`src/eif_pkg.sv`:
```
package eif_pkg;

  // clock and analog filter timing
  localparam int unsigned EIF_CLK_MHZ = 250;
  localparam int unsigned EIF_ANALOG_NS = 60;
  localparam int unsigned EIF_ANALOG_CYC = (EIF_ANALOG_NS * EIF_CLK_MHZ + 999) / 1000;
  localparam logic [3:0] EIF_ANALOG_NEED = 4'(EIF_ANALOG_CYC);
  localparam logic [3:0] EIF_DIG_NEED_3 = 4'h3;
  localparam logic [3:0] EIF_DIG_NEED_2 = 4'h2;

  // register addresses
  localparam logic [31:0] EIF_ADDR_NFC = 32'hfffff318;
  localparam logic [31:0] EIF_ADDR_FALL_HI = 32'hfffff320;
  localparam logic [31:0] EIF_ADDR_RISE_HI = 32'hfffff321;
  localparam logic [31:0] EIF_ADDR_EDGE_CTL = 32'hfffff322;
  localparam logic [31:0] EIF_ADDR_STATUS = 32'hfffff324;
  localparam logic [31:0] EIF_ADDR_MASK = 32'hfffff325;
  localparam logic [31:0] EIF_ADDR_LEVEL = 32'hfffff326;

  // reset values
  localparam logic [7:0] EIF_RST_BYTE = 8'h00;
  localparam logic [4:0] EIF_RST_PINS = 5'h00;

  // noise filter control field positions
  localparam int unsigned EIF_NFC_EN_BIT = 7;
  localparam int unsigned EIF_NFC_CNT_BIT = 6;
  localparam int unsigned EIF_NFC_SEL_MSB = 2;

  // upper edge select: pins a..c sit at bits 13..15, bits 5..7 of the byte
  localparam int unsigned EIF_HI_LSB = 5;

  // own edge control register fields
  localparam int unsigned EIF_CTL_NMI_RISE = 0;
  localparam int unsigned EIF_CTL_NMI_FALL = 1;
  localparam int unsigned EIF_CTL_FLT_RISE = 2;
  localparam int unsigned EIF_CTL_FLT_FALL = 3;
  localparam int unsigned EIF_CTL_NMI_PORT = 4;

  // pin order in every 5-bit vector except the edge control register
  localparam int unsigned EIF_NPIN = 5;
  localparam int unsigned EIF_PIN_FLT = 0;
  localparam int unsigned EIF_PIN_NMI = 4;

  // sample clock codes
  localparam logic [2:0] EIF_SCLK_D64 = 3'h0;
  localparam logic [2:0] EIF_SCLK_D128 = 3'h1;
  localparam logic [2:0] EIF_SCLK_D256 = 3'h2;
  localparam logic [2:0] EIF_SCLK_D512 = 3'h3;
  localparam logic [2:0] EIF_SCLK_D1024 = 3'h4;
  localparam logic [2:0] EIF_SCLK_SUB = 3'h5;
  localparam int unsigned EIF_DIV_W = 10;

  typedef struct packed {
    logic en;
    logic two;
    logic [2:0] zero;
    logic [2:0] sel;
  } eif_nfc_type;

endpackage : eif_pkg

```
`src/eif_top.sv`:
```
// Notes on behaviour
// pins a..c use falling:rising code 00 none, 01 rise, 10 fall, 11 both.
// both upper edge select bytes are 8-bit and reset to zero.
// software clears a pin's select bits before returning it to port use.
// software keeps select bits 00 for pins not used as requests.
// filter enable 0 gives 60 ns analog filtering, 1 gives digital sampling.
// sample clock codes 0..4 divide by 64..1024, 5 is subclock, others prohibited.
// sample count bit 0 needs three equal samples, 1 needs two.
// three-sample filtering rejects pulses up to two sample periods.
// stopped sample clock blocks wake; subclock sampling still wakes from standby.
// after sample clock change software waits, clears pending flag, then enables.
// noise filter control is byte-only and resets to zero, analog.
// requester spaces requests at least five clocks; CPU takes four minimum.
// nmi pin is a port pin after reset; requests need port mode and edge.
// unfiltered pins pass an analog delay before an edge is seen.
// control byte: enable bit 7, count bit 6, zeros 5..3, clock select 2..0.
// new level accepted after configured equal samples; edges detected on it.
`timescale 1ns/10ps
module eif_top (
  // clock and reset
  input wire logic i_sys_clk,
  input wire logic i_rst_b,
  // register port
  input wire logic [31:0] i_addr,
  input wire logic [7:0] i_wdata,
  input wire logic i_wr,
  input wire logic i_rd,
  output logic [7:0] o_rdata,
  // external request pins
  input wire logic i_filtered_request_pin,
  input wire logic i_request_pin_a,
  input wire logic i_request_pin_b,
  input wire logic i_request_pin_c,
  input wire logic i_nmi_pin,
  // power state and subclock
  input wire logic i_standby,
  input wire logic i_subclk,
  // requests to interrupt and dma logic
  output logic [3:0] o_req,
  output logic o_nmi_req,
  output logic o_irq,
  output logic o_wake
);

  typedef struct packed {
    eif_pkg::eif_nfc_type noise_filter_control;
    logic [2:0] fall_hi;
    logic [2:0] rise_hi;
    logic [4:0] edge_ctl;
    logic [4:0] status;
    logic [4:0] mask;
    logic [4:0] lvl_prev;
    logic [3:0] settle;
    logic busy;
    logic [7:0] rdata;
    logic [3:0] req;
    logic nmi;
    logic irq;
    logic wake;
  } eif_top_st_type;

  eif_top_st_type s_q;
  eif_top_st_type s_d;

  logic [4:0] pins;
  logic [4:0] levels;
  logic [4:0] steps;
  logic [3:0] needs [5];
  logic tick;
  logic dig_need_lo;
  logic [3:0] dig_need;

  function automatic logic eif_edge_hit(input logic prev, input logic cur,
                                         input logic fall, input logic rise);
    eif_edge_hit = (rise & cur & ~prev) | (fall & ~cur & prev);
  endfunction : eif_edge_hit

  assign pins = {i_nmi_pin, i_request_pin_c, i_request_pin_b, i_request_pin_a,
                 i_filtered_request_pin};

  // divided sample clock stops with the peripheral clock in standby; subclock ticks continue
  eif_sample_div u_div (
    .i_sys_clk(i_sys_clk),
    .i_rst_b(i_rst_b),
    .i_sel(s_q.noise_filter_control.sel),
    .i_run(~i_standby),
    .i_subclk(i_subclk),
    .o_tick(tick)
  );

  assign dig_need_lo = s_q.noise_filter_control.two;
  assign dig_need = dig_need_lo ? eif_pkg::EIF_DIG_NEED_2 : eif_pkg::EIF_DIG_NEED_3;

  always_comb begin
    for (int i = 0; i < eif_pkg::EIF_NPIN; i++) begin
      steps[i] = 1'b1;
      needs[i] = eif_pkg::EIF_ANALOG_NEED;
    end
    // only the filtered pin can switch to digital sampling
    if (s_q.noise_filter_control.en) begin
      steps[eif_pkg::EIF_PIN_FLT] = tick;
      needs[eif_pkg::EIF_PIN_FLT] = dig_need;
    end
  end

  for (genvar g = 0; g < eif_pkg::EIF_NPIN; g++) begin : g_flt
    eif_pin_filter u_flt (
      .i_sys_clk(i_sys_clk),
      .i_rst_b(i_rst_b),
      .i_pin(pins[g]),
      .i_step(steps[g]),
      .i_need(needs[g]),
      .o_level(levels[g])
    );
  end

  always_comb begin
    logic [4:0] rise_sel;
    logic [4:0] fall_sel;
    logic [4:0] hit;
    logic [4:0] clr;
    logic port_ok;
    logic [3:0] nxt_settle;
    rise_sel = '0;
    fall_sel = '0;
    hit = '0;
    clr = '0;
    port_ok = 1'b0;
    nxt_settle = s_q.settle + 4'h1;
    s_d = s_q;

    // nmi is a plain port until port mode is chosen
    port_ok = s_q.edge_ctl[eif_pkg::EIF_CTL_NMI_PORT];
    rise_sel = {s_q.edge_ctl[eif_pkg::EIF_CTL_NMI_RISE] & port_ok, s_q.rise_hi,
                s_q.edge_ctl[eif_pkg::EIF_CTL_FLT_RISE]};
    fall_sel = {s_q.edge_ctl[eif_pkg::EIF_CTL_NMI_FALL] & port_ok, s_q.fall_hi,
                s_q.edge_ctl[eif_pkg::EIF_CTL_FLT_FALL]};

    // edges come from the filtered levels, never the raw pins
    for (int i = 0; i < eif_pkg::EIF_NPIN; i++) begin
      hit[i] = eif_edge_hit(s_q.lvl_prev[i], levels[i], fall_sel[i], rise_sel[i]);
    end
    s_d.lvl_prev = levels;

    // filter settle tracker after a sampling change
    if (s_q.busy && tick) begin
      if (nxt_settle >= dig_need) begin
        s_d.busy = 1'b0;
        s_d.settle = 4'h0;
      end else begin
        s_d.settle = nxt_settle;
      end
    end

    // register writes, byte wide only
    if (i_wr) begin
      unique case (i_addr)
        eif_pkg::EIF_ADDR_NFC: begin
          s_d.noise_filter_control.en = i_wdata[eif_pkg::EIF_NFC_EN_BIT];
          s_d.noise_filter_control.two = i_wdata[eif_pkg::EIF_NFC_CNT_BIT];
          s_d.noise_filter_control.zero = 3'h0;
          s_d.noise_filter_control.sel = i_wdata[eif_pkg::EIF_NFC_SEL_MSB:0];
          if (i_wdata[eif_pkg::EIF_NFC_SEL_MSB:0] != s_q.noise_filter_control.sel
              || i_wdata[eif_pkg::EIF_NFC_CNT_BIT] != s_q.noise_filter_control.two) begin
            s_d.busy = 1'b1;
            s_d.settle = 4'h0;
          end
        end
        eif_pkg::EIF_ADDR_FALL_HI: begin
          s_d.fall_hi = i_wdata[7:eif_pkg::EIF_HI_LSB];
        end
        eif_pkg::EIF_ADDR_RISE_HI: begin
          s_d.rise_hi = i_wdata[7:eif_pkg::EIF_HI_LSB];
        end
        eif_pkg::EIF_ADDR_EDGE_CTL: begin
          s_d.edge_ctl = i_wdata[4:0];
        end
        eif_pkg::EIF_ADDR_STATUS: begin
          clr = i_wdata[4:0];
        end
        eif_pkg::EIF_ADDR_MASK: begin
          s_d.mask = i_wdata[4:0];
        end
        default: begin
          s_d.mask = s_q.mask;
        end
      endcase
    end

    // a fresh edge wins over a same-cycle clear
    s_d.status = (s_q.status & ~clr) | hit;
    s_d.req = hit[3:0];
    s_d.nmi = hit[eif_pkg::EIF_PIN_NMI];
    s_d.irq = |(s_d.status & s_d.mask);
    // no divided sample ticks in standby means no digital edge and no wake from the filtered pin
    s_d.wake = |hit;

    // read data valid the cycle after the strobe only
    s_d.rdata = 8'h00;
    if (i_rd) begin
      unique case (i_addr)
        eif_pkg::EIF_ADDR_NFC: begin
          s_d.rdata = {s_q.noise_filter_control.en, s_q.noise_filter_control.two, 3'h0, s_q.noise_filter_control.sel};
        end
        eif_pkg::EIF_ADDR_FALL_HI: begin
          s_d.rdata = {s_q.fall_hi, 5'h00};
        end
        eif_pkg::EIF_ADDR_RISE_HI: begin
          s_d.rdata = {s_q.rise_hi, 5'h00};
        end
        eif_pkg::EIF_ADDR_EDGE_CTL: begin
          s_d.rdata = {3'h0, s_q.edge_ctl};
        end
        eif_pkg::EIF_ADDR_STATUS: begin
          s_d.rdata = {3'h0, s_q.status};
        end
        eif_pkg::EIF_ADDR_MASK: begin
          s_d.rdata = {3'h0, s_q.mask};
        end
        eif_pkg::EIF_ADDR_LEVEL: begin
          s_d.rdata = {s_q.busy, 2'h0, levels};
        end
        default: begin
          s_d.rdata = 8'h00;
        end
      endcase
    end
  end

  always_ff @(posedge i_sys_clk or negedge i_rst_b) begin
    if (!i_rst_b) begin
      s_q.noise_filter_control <= '0;
      s_q.fall_hi <= eif_pkg::EIF_RST_BYTE[2:0];
      s_q.rise_hi <= eif_pkg::EIF_RST_BYTE[2:0];
      s_q.edge_ctl <= eif_pkg::EIF_RST_PINS;
      s_q.status <= eif_pkg::EIF_RST_PINS;
      s_q.mask <= eif_pkg::EIF_RST_PINS;
      s_q.lvl_prev <= eif_pkg::EIF_RST_PINS;
      s_q.settle <= 4'h0;
      s_q.busy <= 1'b0;
      s_q.rdata <= eif_pkg::EIF_RST_BYTE;
      s_q.req <= 4'h0;
      s_q.nmi <= 1'b0;
      s_q.irq <= 1'b0;
      s_q.wake <= 1'b0;
    end else begin
      s_q <= s_d;
    end
  end

  assign o_rdata = s_q.rdata;
  assign o_req = s_q.req;
  assign o_nmi_req = s_q.nmi;
  assign o_irq = s_q.irq;
  assign o_wake = s_q.wake;

endmodule : eif_top

```
`src/eif_sample_div.sv`:
```
`timescale 1ns/10ps
module eif_sample_div (
  // clock and reset
  input wire logic i_sys_clk,
  input wire logic i_rst_b,
  // control
  input wire logic [2:0] i_sel,
  input wire logic i_run,
  input wire logic i_subclk,
  // sample enable
  output logic o_tick
);

  typedef struct packed {
    logic [eif_pkg::EIF_DIV_W-1:0] cnt;
    logic sub_q;
    logic tick;
  } eif_div_st_type;

  eif_div_st_type s_q;
  eif_div_st_type s_d;

  always_comb begin
    s_d = s_q;
    s_d.sub_q = i_subclk;
    // peripheral clock stops in standby, subclock keeps running
    if (i_run) begin
      s_d.cnt = s_q.cnt + 1'b1;
    end
    unique case (i_sel)
      eif_pkg::EIF_SCLK_D64: s_d.tick = i_run & (&s_q.cnt[5:0]);
      eif_pkg::EIF_SCLK_D128: s_d.tick = i_run & (&s_q.cnt[6:0]);
      eif_pkg::EIF_SCLK_D256: s_d.tick = i_run & (&s_q.cnt[7:0]);
      eif_pkg::EIF_SCLK_D512: s_d.tick = i_run & (&s_q.cnt[8:0]);
      eif_pkg::EIF_SCLK_D1024: s_d.tick = i_run & (&s_q.cnt[9:0]);
      eif_pkg::EIF_SCLK_SUB: s_d.tick = i_subclk & ~s_q.sub_q;
      // prohibited codes never sample
      default: s_d.tick = 1'b0;
    endcase
  end

  always_ff @(posedge i_sys_clk or negedge i_rst_b) begin
    if (!i_rst_b) begin
      s_q <= '0;
    end else begin
      s_q <= s_d;
    end
  end

  assign o_tick = s_q.tick;

endmodule : eif_sample_div

```
`src/eif_pin_filter.sv`:
```
`timescale 1ns/10ps
module eif_pin_filter (
  // clock and reset
  input wire logic i_sys_clk,
  input wire logic i_rst_b,
  // pin and sampling
  input wire logic i_pin,
  input wire logic i_step,
  input wire logic [3:0] i_need,
  // filtered level
  output logic o_level
);

  typedef struct packed {
    logic lvl;
    logic [3:0] cnt;
  } eif_flt_st_type;

  eif_flt_st_type s_q;
  eif_flt_st_type s_d;

  always_comb begin
    logic [3:0] nxt;
    nxt = s_q.cnt + 4'h1;
    s_d = s_q;
    // only sampled values count, so a short glitch between samples is unseen
    if (i_step) begin
      if (i_pin == s_q.lvl) begin
        s_d.cnt = 4'h0;
      end else if (nxt >= i_need) begin
        s_d.lvl = i_pin;
        s_d.cnt = 4'h0;
      end else begin
        s_d.cnt = nxt;
      end
    end
  end

  always_ff @(posedge i_sys_clk or negedge i_rst_b) begin
    if (!i_rst_b) begin
      s_q <= '0;
    end else begin
      s_q <= s_d;
    end
  end

  assign o_level = s_q.lvl;

endmodule : eif_pin_filter

```
`config.mk`:
```
export PLATFORM = sky130hd
export DESIGN_NAME = eif_top
export DESIGN_NICKNAME = d
export VERILOG_FILES = /design/src/eif_pkg.sv /design/src/eif_top.sv /design/src/eif_sample_div.sv /design/src/eif_pin_filter.sv
export SDC_FILE = /design/constraint.sdc
export NUM_CORES = 1
export LEC_CHECK = 0
export ABC_AREA = 1
export BUFFER_PORTS_ARGS = -buffer_cell sky130_fd_sc_hd__buf_2
export CAP_MARGIN = 20
export CORE_ASPECT_RATIO = 1.5
export CORE_MARGIN = 10
export CORE_UTILIZATION = 50
export DETAILED_ROUTE_END_ITERATION = 10
export GPL_TIMING_DRIVEN = 0
export HOLD_SLACK_MARGIN = 0.02
export PLACE_DENSITY_LB_ADDON = 0.2
export SYNTH_ARGS = -nofsm -noshare
export SYNTH_HDL_FRONTEND = slang
export SYNTH_SLANG_ARGS = --single-unit
```
`constraint.sdc`:
```
create_clock -name i_sys_clk -period 2.2 [get_ports i_sys_clk]
set_input_delay 0.22 -clock i_sys_clk [delete_from_list [all_inputs] [get_ports i_sys_clk]]
set_output_delay 0.22 -clock i_sys_clk [all_outputs]
set_load 0.03 [all_outputs]
```
Word-level counts from Yosys, hierarchy flattened:

Cells that the tools add are included.
Widths: inputs -> output; s select.

* output and inout bits: 15
* bits of input ports: 51
* RAM bits: 0
* bits in latches: 0
* register bits: 88
* memories: 0
* ROM bits: 0
* logic and storage cells: 160

* $mul: 0
* add/subtract/negate cells: 7
* shift operators: 0
* div/mod/pow operators: 0
* magnitude comparators: 6
* bitwise operators: 54
* muxes and demuxes: 26
* eq/ne operators: 19
* reduce and logical (&&, ||, !) cells: 19

Operators with widths (count)
* $eq 32x32->1 const B: 7
* $pmux 8 s7: 1
* $mux 4: 12
* $mux 5: 8
* $and 1x1->1: 28
* $add 4x1->4 const B: 6
* $not 1->1: 17
* $ge 4x4->1 const B: 4
* $reduce_and 2->1: 8
* $add 10x1->10 const B: 1
* $and 5x5->5: 2
* $reduce_and 10->1: 1
* $reduce_or 5->1: 2
* $reduce_and 9->1: 1
* $mux 8: 1
* $reduce_and 8->1: 1
* $reduce_and 7->1: 1
* $eq 3x2->1 const B: 2
* $eq 3x3->1 const B: 2
* $pmux 1 s6: 1
* $reduce_and 6->1: 1
* $eq 1x1->1: 5
* $not 5->5: 1
* $or 1x1->1: 5
* 11 further kinds: 13

Longest topological paths before layout:

Gate-level depths: netlist of run 1.

* word-level depth: 8
* mapped depth: 12
* gate-level depth less buffers: 12

Cells and area by module:

From an unflattened synthesis of run 1, not the netlist that was laid out.

* cell total of the unflattened synthesis: 696
* area total of the unflattened synthesis: 5440.2 um^2

Modules (own cells, without submodules)
* eif_top: area an instance 2922.8 um^2, sequential area each 1276.2 um^2, times used 1, cells an instance 374
* eif_pin_filter: area an instance 374.1 um^2, sequential area each 125.1 um^2, times used 5, cells an instance 49
* eif_sample_div: area an instance 646.9 um^2, sequential area each 300.3 um^2, times used 1, cells an instance 77

Worst setup path after synthesis of run 1:

No wires, ideal clock.

* kind: register to register
* from: reg g_flt[0].u_flt.s_q[0] (netlist bit)
* to: reg g_flt[0].u_flt.s_q, in the netlist g_flt[0].u_flt.o_level
* path buffers: 0
* setup slack: 0.404 ns
* arrival time: 1.676 ns
* stages on the path, launching flop included: 12
* setup time: 0.120 ns
* period minus slack after synthesis: 1.796 ns
* data required time: 2.080 ns
* cell sequence: dfrtp_1 > ha_1 > xnor2_1 > inv_1 > ha_1 > nand2_1 > a21oi_1 > o21a_1 > o21ai_0 > nand2_1 > o21ai_0 > inv_1

* cells in the longest elaborated chain, start to end: 3

RTL lines
* from (decl): line eif_pin_filter.sv:19 `eif_flt_st_type s_q;`
* from (signal assigned): line eif_pin_filter.sv:41 `s_q <= '0;`
* from (signal assigned): line eif_pin_filter.sv:43 `s_q <= s_d;`
* $add 4x1->4: line eif_pin_filter.sv:24 `nxt = s_q.cnt + 4'h1;`
* $ge 4x4->1: line eif_pin_filter.sv:30 `end else if (nxt >= i_need) begin`
* $reduce_and 3->1 (no source line)

Every way passes these cells.
A chain may end at the register's enable or synchronous reset.

Worst setup path in the final report of run 1:

* from: reg g_flt[0].u_flt.s_q[0] (netlist bit)
* to: reg g_flt[0].u_flt.s_q[2] (netlist bit)

* cells in the longest elaborated chain, start to end: 4

RTL lines
* $add 4x1->4 (*): line eif_pin_filter.sv:24
* $ge 4x4->1: line eif_pin_filter.sv:30
* $mux 4 (*): line eif_pin_filter.sv:30
* $mux 4 (*): line eif_pin_filter.sv:28 `if (i_pin == s_q.lvl) begin`

Every way passes the cells marked *; elsewhere a longest branch is shown, timed or not.

==> flow_summary.ini, run 1 <==
[power_and_ir_drop]
power.static_leakage_nw = 2.98
power_per_cell_area_nw_per_um2 = 745
peakVddDrop_mv = 0.555

[logic_synthesis]
synthDistinctLibCells = 37
ys_seq_elements = 88
post_synth_inst_count = 564
synth_sequential_area_ratio_pct = 46.4
synth_area_um2 = 4750
synthesis.nets = 631
syn_area_per_cell_um2 = 8.42
yosysWarnings = 0

[cts]
cts_sinks = 88
clockBufferDepth = 2
clock_transition_at_the_registers_of_the_reported_paths_ns = 0.06
worst_skew_pair.late_latency_ns = 0.34
numCtsBuffers = 9
post-cts-setup-buffers = 0
clock_root_buffer_master = clkbuf_16
htree_levels = 3
tritoncts = built

[global_routing]
gr-usage-met1_pct = 15.1
grtUsageMet2_pct = 28.7
global_route.overflow_total = 0
grt_pass1_wl_um = 17800
grt_usage_pct = 15.4
antenna_found_initial = 0
via_count_of_the_first_global_routing_pass = 4060
grt.busiest_layer = met2
met3_track_usage_gr_pct = 4.26
grt_start_max_net_pins = 46

[placed_design]
place_worst_setup_slack_ns = 0.171
dpl_cells = 740
io_buffers = 63
dp_hpwl_um = 8230
place_congestion = 0.877

[setup_path]
worst-setup-path-type = reg2reg
timing.critical_path.from_type = register
setup.reg_to_reg.worst_slack_ns = 0.21
cp.required_ns = 2.45
timing.critical_path.to_type = register
critPathMaxFanout = 5
rr_endpoint = g_flt[0].u_flt.s_q[2]
worst-r2r-cell-count = 10
cp.arrival_ns = 2.24
worstReg2RegStart = g_flt[0].u_flt.s_q[0]

[timing]
max_freq_ghz = 0.503
unrepaired_setup_endpoints_after_global_routing = false
final-hold-violation-count = 0
postLayoutSetupSlackWorst_ns = 0.213
worst_slew_margin_relative_to_its_limit_pct = 53.4
final_min_period_over_clock_period_pct = 90.3
skew_final_ns = 0.00643
worst-slew-pin-transition_ns = 0.693
slew_viol_final = 0
period_minus_slack_ns = 1.99
final.setup.tns_ns = 0
setup_viol = 0

[job]
cap_viol_max_count = 0

[layout]
instances_no_fill = 758
seq_area_um2 = 2200
layout-drive-gt1-share_pct = 20.4
num-nets-final = 708
filler_cell_count = 831
area.growth.synth_to_final_pct = 17.4
multi_input_area_um2 = 2120
antenna_diodes = 0

[worst_hold_path]
hold-path-endpoint = s_q[40]
worstHoldPathType = in2reg
min_delay_path_depth = 3
min_from = i_wdata[5]

[floorplan]
fp.dieW_um = 99.6
initial_utilization_pct = 51.3
area_enclosed_by_the_die_boundary_um2 = 13900
ioPinCount = 66
fp-row-count = 43
die_h_um = 139
design.core.area_um2 = 9250

[route]
drt_iter0_drc = 156
route.detailed.vias_per_inst = 5.03
average_detailed_routed_wire_length_per_instance_um = 13.7
drt_wl_total_um = 10400
postRouteAntennaNets = 0
via_count = 3813
first_pass_iters = 4
drc = 0

[outcome]
outcome = completed
-- metrics by stage --
| step | hold slack (ns) | instance area [um^2] | util (%) | power (W) |
|---|---|---|---|---|
| after detailed placement | 0.248 | 5230 | 56.5 | 0.00259 |
| after CTS | 0.129 | 5560 | 60.1 | 0.00420 |
| final | 0.131 | 5570 | 60.2 | 0.00415 |
| after global routing | 0.144 | 5570 | 60.2 | 0.00437 |
| after global placement | 0.345 | 5200 | 56.2 | 0.00253 |
| after floorplan | -0.0756 | 4750 | - | 0.00236 |
-- final cells by class --
cell class                 count  area share, %
inverter                      79           5.41
sequential                    88           39.5
timing repair buffer          66           6.42
clock buffer                  11           4.54
buffer                        17           2.31
tap                          112           2.52
clock inverter                 5           1.15
multi-input combinational    380           38.1
-- layout by cell type, fill, tap and decap left out, types with 7 or more instances in the layout --
cell type | netlist | layout
nand2_1 | 142 | 142
dfrtp_1 | 88 | 88
inv_1 | 78 | 78
buf_2 | 1 | 63
nor2_1 | 58 | 57
nand3_1 | 42 | 42
o21ai_0 | 21 | 20
xor2_1 | 19 | 19
ha_1 | 16 | 16
buf_4 | 12 | 13
clkbuf_16 | 0 | 9
nor3_1 | 8 | 8
nor2_2 | 6 | 7
-- cells in the mapped netlist (all sizes together) --
| cell | n | area [um^2] |
|---|---|---|
| xor2 | 19 | 166 |
| a221oi | 1 | 8.76 |
| mux2 | 6 | 67.6 |
| nor3b | 5 | 42.5 |
| a22oi | 2 | 15.0 |
| dfrtp | 88 | 2200 |
| ha | 16 | 200 |
| buf | 15 | 121 |
| o31ai | 5 | 37.5 |
| nor3 | 8 | 40.0 |
| nand2 | 149 | 587 |
| a21oi | 6 | 33.8 |
| nor2 | 70 | 340 |
| inv | 79 | 302 |
| nand3b | 5 | 37.5 |
| clkbuf | 2 | 7.51 |
| o21a | 1 | 7.51 |
| nand3 | 45 | 248 |
| o21ai | 28 | 148 |
| xnor2 | 7 | 61.3 |
| nand4 | 7 | 73.8 |
-- worst max-delay path, cell delays in order (launching register included) --
cell	delay, ns
dfrtp_1	0.43
ha_1	0.27
xnor2_2	0.19
inv_1	0.06
ha_1	0.26
nand2_1	0.07
a21oi_1	0.04
o21a_1	0.19
nor2_2	0.13
nand2_1	0.08
o21ai_0	0.18
-- cells by family after synthesis --
family	count (synthesis)	share of synthesized area (%)
compound gates	43	5.27
xor+xnor	26	4.80
fa+ha+maj	16	4.22
buf+inv	96	9.07
flops	88	46.4
mux	6	1.42
simple gates	289	28.8
-- where the power goes --
group	switching, W	internal (W)	total [W]
clock network	0.000637	0.000949	0.00159
registers	0.000153	0.00180	0.00195
logic	0.000352	0.000261	0.000613
-- layer usage --
metal	up-vias	wire, um
met5	-	0
met4	0	301
met3	28	549
met2	71	5660
met1	1789	3870
li1	1925	-
-- registers in the layout, summed over array words and instances, names as in the netlist --
signal,cells
g_flt.u_flt.o_level,5
o_rdata,8
o_req,4
o_wake,1
dig_need_lo,1
o_irq,1
s_q,35
g_flt.u_flt.s_q,20
o_nmi_req,1
u_div.o_tick,1
u_div.s_q,11
-- repair_timing --
item | CTS | global route
gates resized for setup | 0 | 3
endpoints found under the hold margin | 44 | 0
hold buffers | 2 | 0
setup endpoints to repair | 0 | 2
-- worst max path at each step --
stage	startpoint	end	slack (ns)
5_1_grt	g_flt[0].u_flt.s_q[0]	g_flt[0].u_flt.o_level	0.04
3_5_place_dp	g_flt[0].u_flt.s_q[0]	g_flt[0].u_flt.s_q[2]	0.17
6_report	g_flt[0].u_flt.s_q[0]	g_flt[0].u_flt.s_q[2]	0.21
4_1_cts	g_flt[0].u_flt.s_q[0]	g_flt[0].u_flt.s_q[2]	0.11
3_3_place_gp	i_rst_b	g_flt[4].u_flt.s_q[3]	0.17
2_1_floorplan	g_flt[0].u_flt.s_q[0]	g_flt[0].u_flt.o_level	0.40
Note: power is estimated with default switching activity, not from simulation.
==> run 2: changes to the inputs <==
CORE_UTILIZATION = 40   (was 50)
==> flow_summary.ini, run 2 (same netlist as run 1, synthesis figures left out) <==
[power_and_ir_drop]
power_per_cell_area_nw_per_um2 = 733
peakVddDrop_mv = 0.401
power.static_leakage_nw = 2.97

[placed_design]
io_buffers = 63
place_congestion = 0.865
dp_hpwl_um = 8480

[floorplan]
die_h_um = 153
design.core.area_um2 = 11600
area_enclosed_by_the_die_boundary_um2 = 16700
initial_utilization_pct = 41.0
fp.dieW_um = 109
fp-row-count = 48
ioPinCount = 66

[job]
cap_viol_max_count = 0

[route]
dr_wl_met3_um = 543
postRouteAntennaNets = 0
drt_iter0_drc = 166
route.detailed.vias_per_inst = 4.77
highest_layer = met4
met2_wirelength_um = 5560
first_pass_iters = 4
drt_wl_total_um = 10600
drc = 0
average_detailed_routed_wire_length_per_instance_um = 13.4
route.layer.met1.wl_um = 4200
via_count = 3798

[worst_hold_path]
min_delay_path_depth = 3
worstHoldPathType = in2reg
min_from = i_filtered_request_pin
hold-path-endpoint = g_flt[0].u_flt.o_level

[setup_path]
setup.reg_to_reg.worst_slack_ns = 0.23
worst-setup-path-type = reg2reg
critPathMaxFanout = 5
path_cells = ha_1, xnor2_1, inv_1, ha_1, nand2_1, a21oi_1, o21a_1, nor2_1, nand2_1, o21ai_0
worstReg2RegStart = g_flt[0].u_flt.s_q[0]
cp.arrival_ns = 2.22
timing.critical_path.to_type = register
critical-path-top-delay-family = adder cells
timing.critical_path.from_type = register
cp.required_ns = 2.46
count_of_buffering_cells_on_the_critical_path_with_inverters_included = 1
worst-r2r-cell-count = 10
rr_endpoint = g_flt[0].u_flt.s_q[2]
timing.critical_path.slowest_cell_delay_ns = 0.43
critical_path.slowest_cell = dfrtp_1

[layout]
final_common_cell = nand2_1
largest_reg_flops = 35
largest_registers_ranked_by_flip_flop_count = s_q x35, g_flt.u_flt.s_q x20, u_div.s_q x11
layout-drive-gt1-share_pct = 20.0
most-common-layout-cells = nand2_1, dfrtp_1, inv_1
largest_register = s_q
area.growth.synth_to_final_pct = 18.1
antenna_diodes = 0
num-nets-final = 708

[cts]
worst_skew_pair.late_latency_ns = 0.34
clock_root_buffer_master = clkbuf_16
numCtsBuffers = 9
cts_sinks = 88
clockBufferDepth = 2
htree_levels = 3
tritoncts = built
clock_transition_at_the_registers_of_the_reported_paths_ns = 0.06

[timing]
max_freq_ghz = 0.508
setup_viol = 0
final_min_period_over_clock_period_pct = 89.4
skew_final_ns = 0.00723
unrepaired_setup_endpoints_after_global_routing = false
final-hold-violation-count = 0
worst_hold_slack_ns = 0.137
worst-slew-pin-transition_ns = 0.622
period_minus_slack_ns = 1.97
worst_slew_margin_relative_to_its_limit_pct = 58.2
slew_viol_final = 0
final.setup.tns_ns = 0

[global_routing]
grt_start_max_net_pins = 62
global_route.overflow_total = 0
grt_usage_pct = 13.5
grt_pass1_wl_um = 18100
antenna_found_initial = 0
via_count_of_the_first_global_routing_pass = 3991

[outcome]
outcome = completed
## run 2: worst max-delay path by stage
| stage | startpoint | end | slack, ns | cells after the start |
|---|---|---|---|---|
| after floorplan | g_flt[0].u_flt.s_q[0] | g_flt[0].u_flt.o_level | 0.40 | 11 |
| after global placement | i_rst_b | o_req[2] | 0.14 | 1 |
| after detailed placement | g_flt[0].u_flt.s_q[0] | g_flt[0].u_flt.s_q[2] | 0.25 | 10 |
| after CTS | g_flt[0].u_flt.s_q[0] | g_flt[0].u_flt.s_q[2] | 0.22 | 10 |
| after global routing | g_flt[0].u_flt.s_q[0] | g_flt[0].u_flt.s_q[2] | 0.03 | 10 |
| final | g_flt[0].u_flt.s_q[0] | g_flt[0].u_flt.s_q[2] | 0.23 | 10 |
## run 2: repair_timing
action | CTS | global route
hold endpoints to repair | 28 | 0
resized for setup | 0 | 0
buffers inserted | 0 | 0
hold buffers | 2 | 0
## run 2: cell type report
type | count | area (um^2)
Fill cell | 1087 | 5990
Sequential cell | 88 | 2200
Multi-Input combinational cell | 380 | 2110
Timing Repair Buffer | 66 | 365
Inverter | 79 | 302
Clock buffer | 11 | 243
Tap cell | 150 | 188
Buffer | 17 | 129
Clock inverter | 5 | 62.6
## run 2: metrics by stage
| stage | std cells | util, % | area, um^2 | power (W) | setup slack [ns] |
|---|---|---|---|---|---|
| 2_1_floorplan | 564 | - | 4750 | 0.00236 | 0.404 |
| 4_1_cts | 796 | 48.4 | 5610 | 0.00416 | 0.224 |
| 5_1_grt | 796 | 48.4 | 5610 | 0.00433 | 0.0300 |
| 3_5_place_dp | 778 | 45.6 | 5280 | 0.00259 | 0.245 |
| 6_report | 796 | 48.4 | 5610 | 0.00411 | 0.233 |
| 3_3_place_gp | 777 | 45.3 | 5250 | 0.00253 | 0.145 |
## run 2: power by group
| part | internal [W] | leakage (nW) | switching (W) |
|---|---|---|---|
| clock | 0.000919 | 0.143 | 0.000635 |
| combinational | 0.000259 | 1.72 | 0.000349 |
| sequential | 0.00180 | 1.10 | 0.000147 |
| total | 0.00298 | 2.97 | 0.00113 |
## run 2: metal layers
| metal | global-route usage [%] | vias up |
|---|---|---|
| met5 | 0 | - |
| met4 | 5.67 | 0 |
| met3 | 3.83 | 22 |
| met2 | 23.9 | 71 |
| met1 | 14.3 | 1778 |
| li1 | - | 1927 |
## run 2: worst reg2reg max path, stage by stage, from the launching register on
cell	delay [ns]
dfrtp_1	0.43
ha_1	0.23
xnor2_1	0.20
inv_1	0.06
ha_1	0.27
nand2_1	0.06
a21oi_1	0.04
o21a_1	0.17
nor2_1	0.18
nand2_1	0.10
o21ai_0	0.15
==> run 3: changes to the inputs <==
CORE_MARGIN = 2   (was 10)
SETUP_SLACK_MARGIN = 0.3   (was default)
SYNTH_HIERARCHICAL = 1   (was default)
==> flow_summary.ini, run 3 <==
[layout]
most-common-layout-cells = nand2_1, inv_1, dfrtp_1
num-nets-final = 899
final_common_cell = nand2_1
area.growth.synth_to_final_pct = 19.9
largest_register = s_q
utilization_pct = 48.7
largest_registers_ranked_by_flip_flop_count = s_q x35, g_flt.u_flt/s_q x20, u_div/s_q x11
filler_cell_count = 1346
largest_reg_flops = 35
layout-drive-gt1-share_pct = 19.8
antenna_diodes = 0

[global_routing]
via_count_of_the_first_global_routing_pass = 4695
grt_start_max_net_pins = 61
grt_usage_pct = 17.1
global_route.overflow_total = 0
antenna_found_initial = 0
grt_pass1_wl_um = 20400

[logic_synthesis]
post_synth_inst_count = 696
number_of_enable_type_register_cells_in_the_synthesized_netlist = 0
synthDistinctLibCells = 37
ys_seq_elements = 88
synth_sequential_area_ratio_pct = 40.5
syn_area_per_cell_um2 = 7.82
synth_ff_type = dfrtp_1
netlist.top_cell.by_area = dfrtp_1
yosysTopAreaCellShare_pct = 40.5
top_cells_by_area_in_the_synthesized_netlist = dfrtp_1, nand2_1, inv_1
synth_area_um2 = 5440
ys_top_cells_by_count = nand2_1, inv_1, dfrtp_1
async_flop_share_pct = 100
yosysWarnings = 6
synth.most_common_cell = nand2_1

[timing]
period_minus_slack_ns = 1.76
final.setup.tns_ns = 0
final-hold-violation-count = 0
final_min_period_over_clock_period_pct = 80.1
unrepaired_setup_endpoints_after_global_routing = false
skew_final_ns = 0.00653
max_freq_ghz = 0.568
slew_viol_final = 0
setup_viol = 0

[floorplan]
die_h_um = 147
ioPinCount = 66
fp.dieW_um = 99.2
fp-row-count = 52
initial_utilization_pct = 40.6
area_enclosed_by_the_die_boundary_um2 = 14600
design.core.area_um2 = 13400

[setup_path]
timing.critical_path.slowest_cell_delay_ns = 0.43
timing.critical_path.to_type = register
critPathMaxFanout = 6
critical_path.slowest_cell = dfrtp_1
timing.critical_path.from_type = register
cp.required_ns = 2.45
path_cells = ha_1, xor2_1, ha_1, nand2_1, inv_1, nand2_1, nand3_1, o22ai_1
worst-setup-path-type = reg2reg
cp.arrival_ns = 2.01

[placed_design]
dp_hpwl_um = 9410
place_congestion = 0.846
io_buffers = 65

[route]
first_pass_iters = 6
drt_wl_total_um = 11800
via_count = 4655
average_detailed_routed_wire_length_per_instance_um = 11.9
drc = 0
postRouteAntennaNets = 0
route.detailed.vias_per_inst = 4.72
drt_iter0_drc = 154

[power_and_ir_drop]
power.static_leakage_nw = 3.63
power_per_cell_area_nw_per_um2 = 852
peakVddDrop_mv = 0.340

[cts]
clock_root_buffer_master = clkbuf_16
clockBufferDepth = 2
tritoncts = built
htree_levels = 3
post-cts-setup-buffers = 0
clock_transition_at_the_registers_of_the_reported_paths_ns = 0.07
cts_sinks = 88
worst_skew_pair.late_latency_ns = 0.34
numCtsBuffers = 9

[outcome]
outcome = completed

[worst_hold_path]
worstHoldPathType = in2reg

[job]
cap_viol_max_count = 0
==> run 3: metal layers <==
| metal | vias up | wire (um) | global-route usage, % |
|---|---|---|---|
| met5 | - | 0 | 0 |
| met4 | 0 | 249 | 5.89 |
| met3 | 18 | 441 | 3.33 |
| met2 | 86 | 6290 | 31.4 |
| met1 | 2145 | 4770 | 19.6 |
| li1 | 2406 | - | - |
==> run 3: critical path, delay by kind of cell (launching register included) <==
family / cells / cell delay [ns]
compound gates: 1 / 0.20
xor+xnor: 1 / 0.19
fa+ha+maj: 2 / 0.51
buf+inv: 1 / 0.04
flops: 1 / 0.43
simple gates: 3 / 0.31
==> run 3: worst paths after layout <==
path / start / endpoint / slack, ns / cells past startpoint
max: g_flt[0].u_flt/s_q[0] / g_flt[0].u_flt/s_q[2] / 0.44 / 8
max in group asynchronous: i_rst_b / s_q[46] / 1.21 / 3
min reg2reg: s_q[41] / s_q[41] / 0.50 / 2
max reg2reg: g_flt[0].u_flt/s_q[0] / g_flt[0].u_flt/s_q[2] / 0.44 / 8
min in group asynchronous: i_rst_b / o_req[1] / 0.35 / 2
min: i_wdata[7] / s_q[53] / 0.13 / 3
==> run 3: final cells by class <==
| type | instances | area (um^2) | share of cell area, % |
|---|---|---|---|
| Multi-Input combinational cell | 520 | 2840 | 43.6 |
| Timing Repair Buffer | 68 | 375 | 5.76 |
| Clock buffer | 12 | 246 | 3.78 |
| Tap cell | 162 | 203 | 3.11 |
| Buffer | 18 | 148 | 2.26 |
| Sequential cell | 88 | 2200 | 33.8 |
| Inverter | 114 | 428 | 6.56 |
| Clock inverter | 4 | 76.3 | 1.17 |
==> run 3: through the flow <==
stage / total power, W / area (um^2) / worst slack, ns / hold slack [ns] / instances
finish: 0.00556 / 6520 / 0.438 / 0.131 / 986
global route: 0.00599 / 6520 / 0.305 / 0.128 / 986
CTS: 0.00560 / 6510 / 0.411 / 0.119 / 986
detailed placement: 0.00393 / 6160 / 0.422 / 0.176 / 968
global placement: 0.00380 / 6130 / 0.127 / 0.354 / 967
floorplan: 0.00344 / 5610 / 0.623 / -0.0756 / 740
==> run 3: report_power, final <==
part           total [W]  internal [W]  leakage (nW)  switching [W]
clock            0.00166       0.00103         0.153       0.000629
sequential       0.00224       0.00193          1.08       0.000312
combinational    0.00165      0.000657          2.40       0.000995
==> run 3: cells by family (layout without fill, tap and decap cells) <==
logic type / count (synthesis) / after routing / share of synthesized area [%]
simple gates: 365 / 365 / 33.1
buf+inv: 132 / 216 / 10.6
flops: 88 / 88 / 40.5
compound gates: 67 / 67 / 6.88
fa+ha+maj: 29 / 29 / 6.67
xor+xnor: 14 / 14 / 2.25
other cells: 1 / 45 / 0.0689
==> run 3: what timing repair did <==
action / CTS / global route
gates resized for setup: 0 / 3
hold endpoints to repair: 29 / 0
endpoints found under the setup margin: 0 / 6
hold buffers: 2 / 0
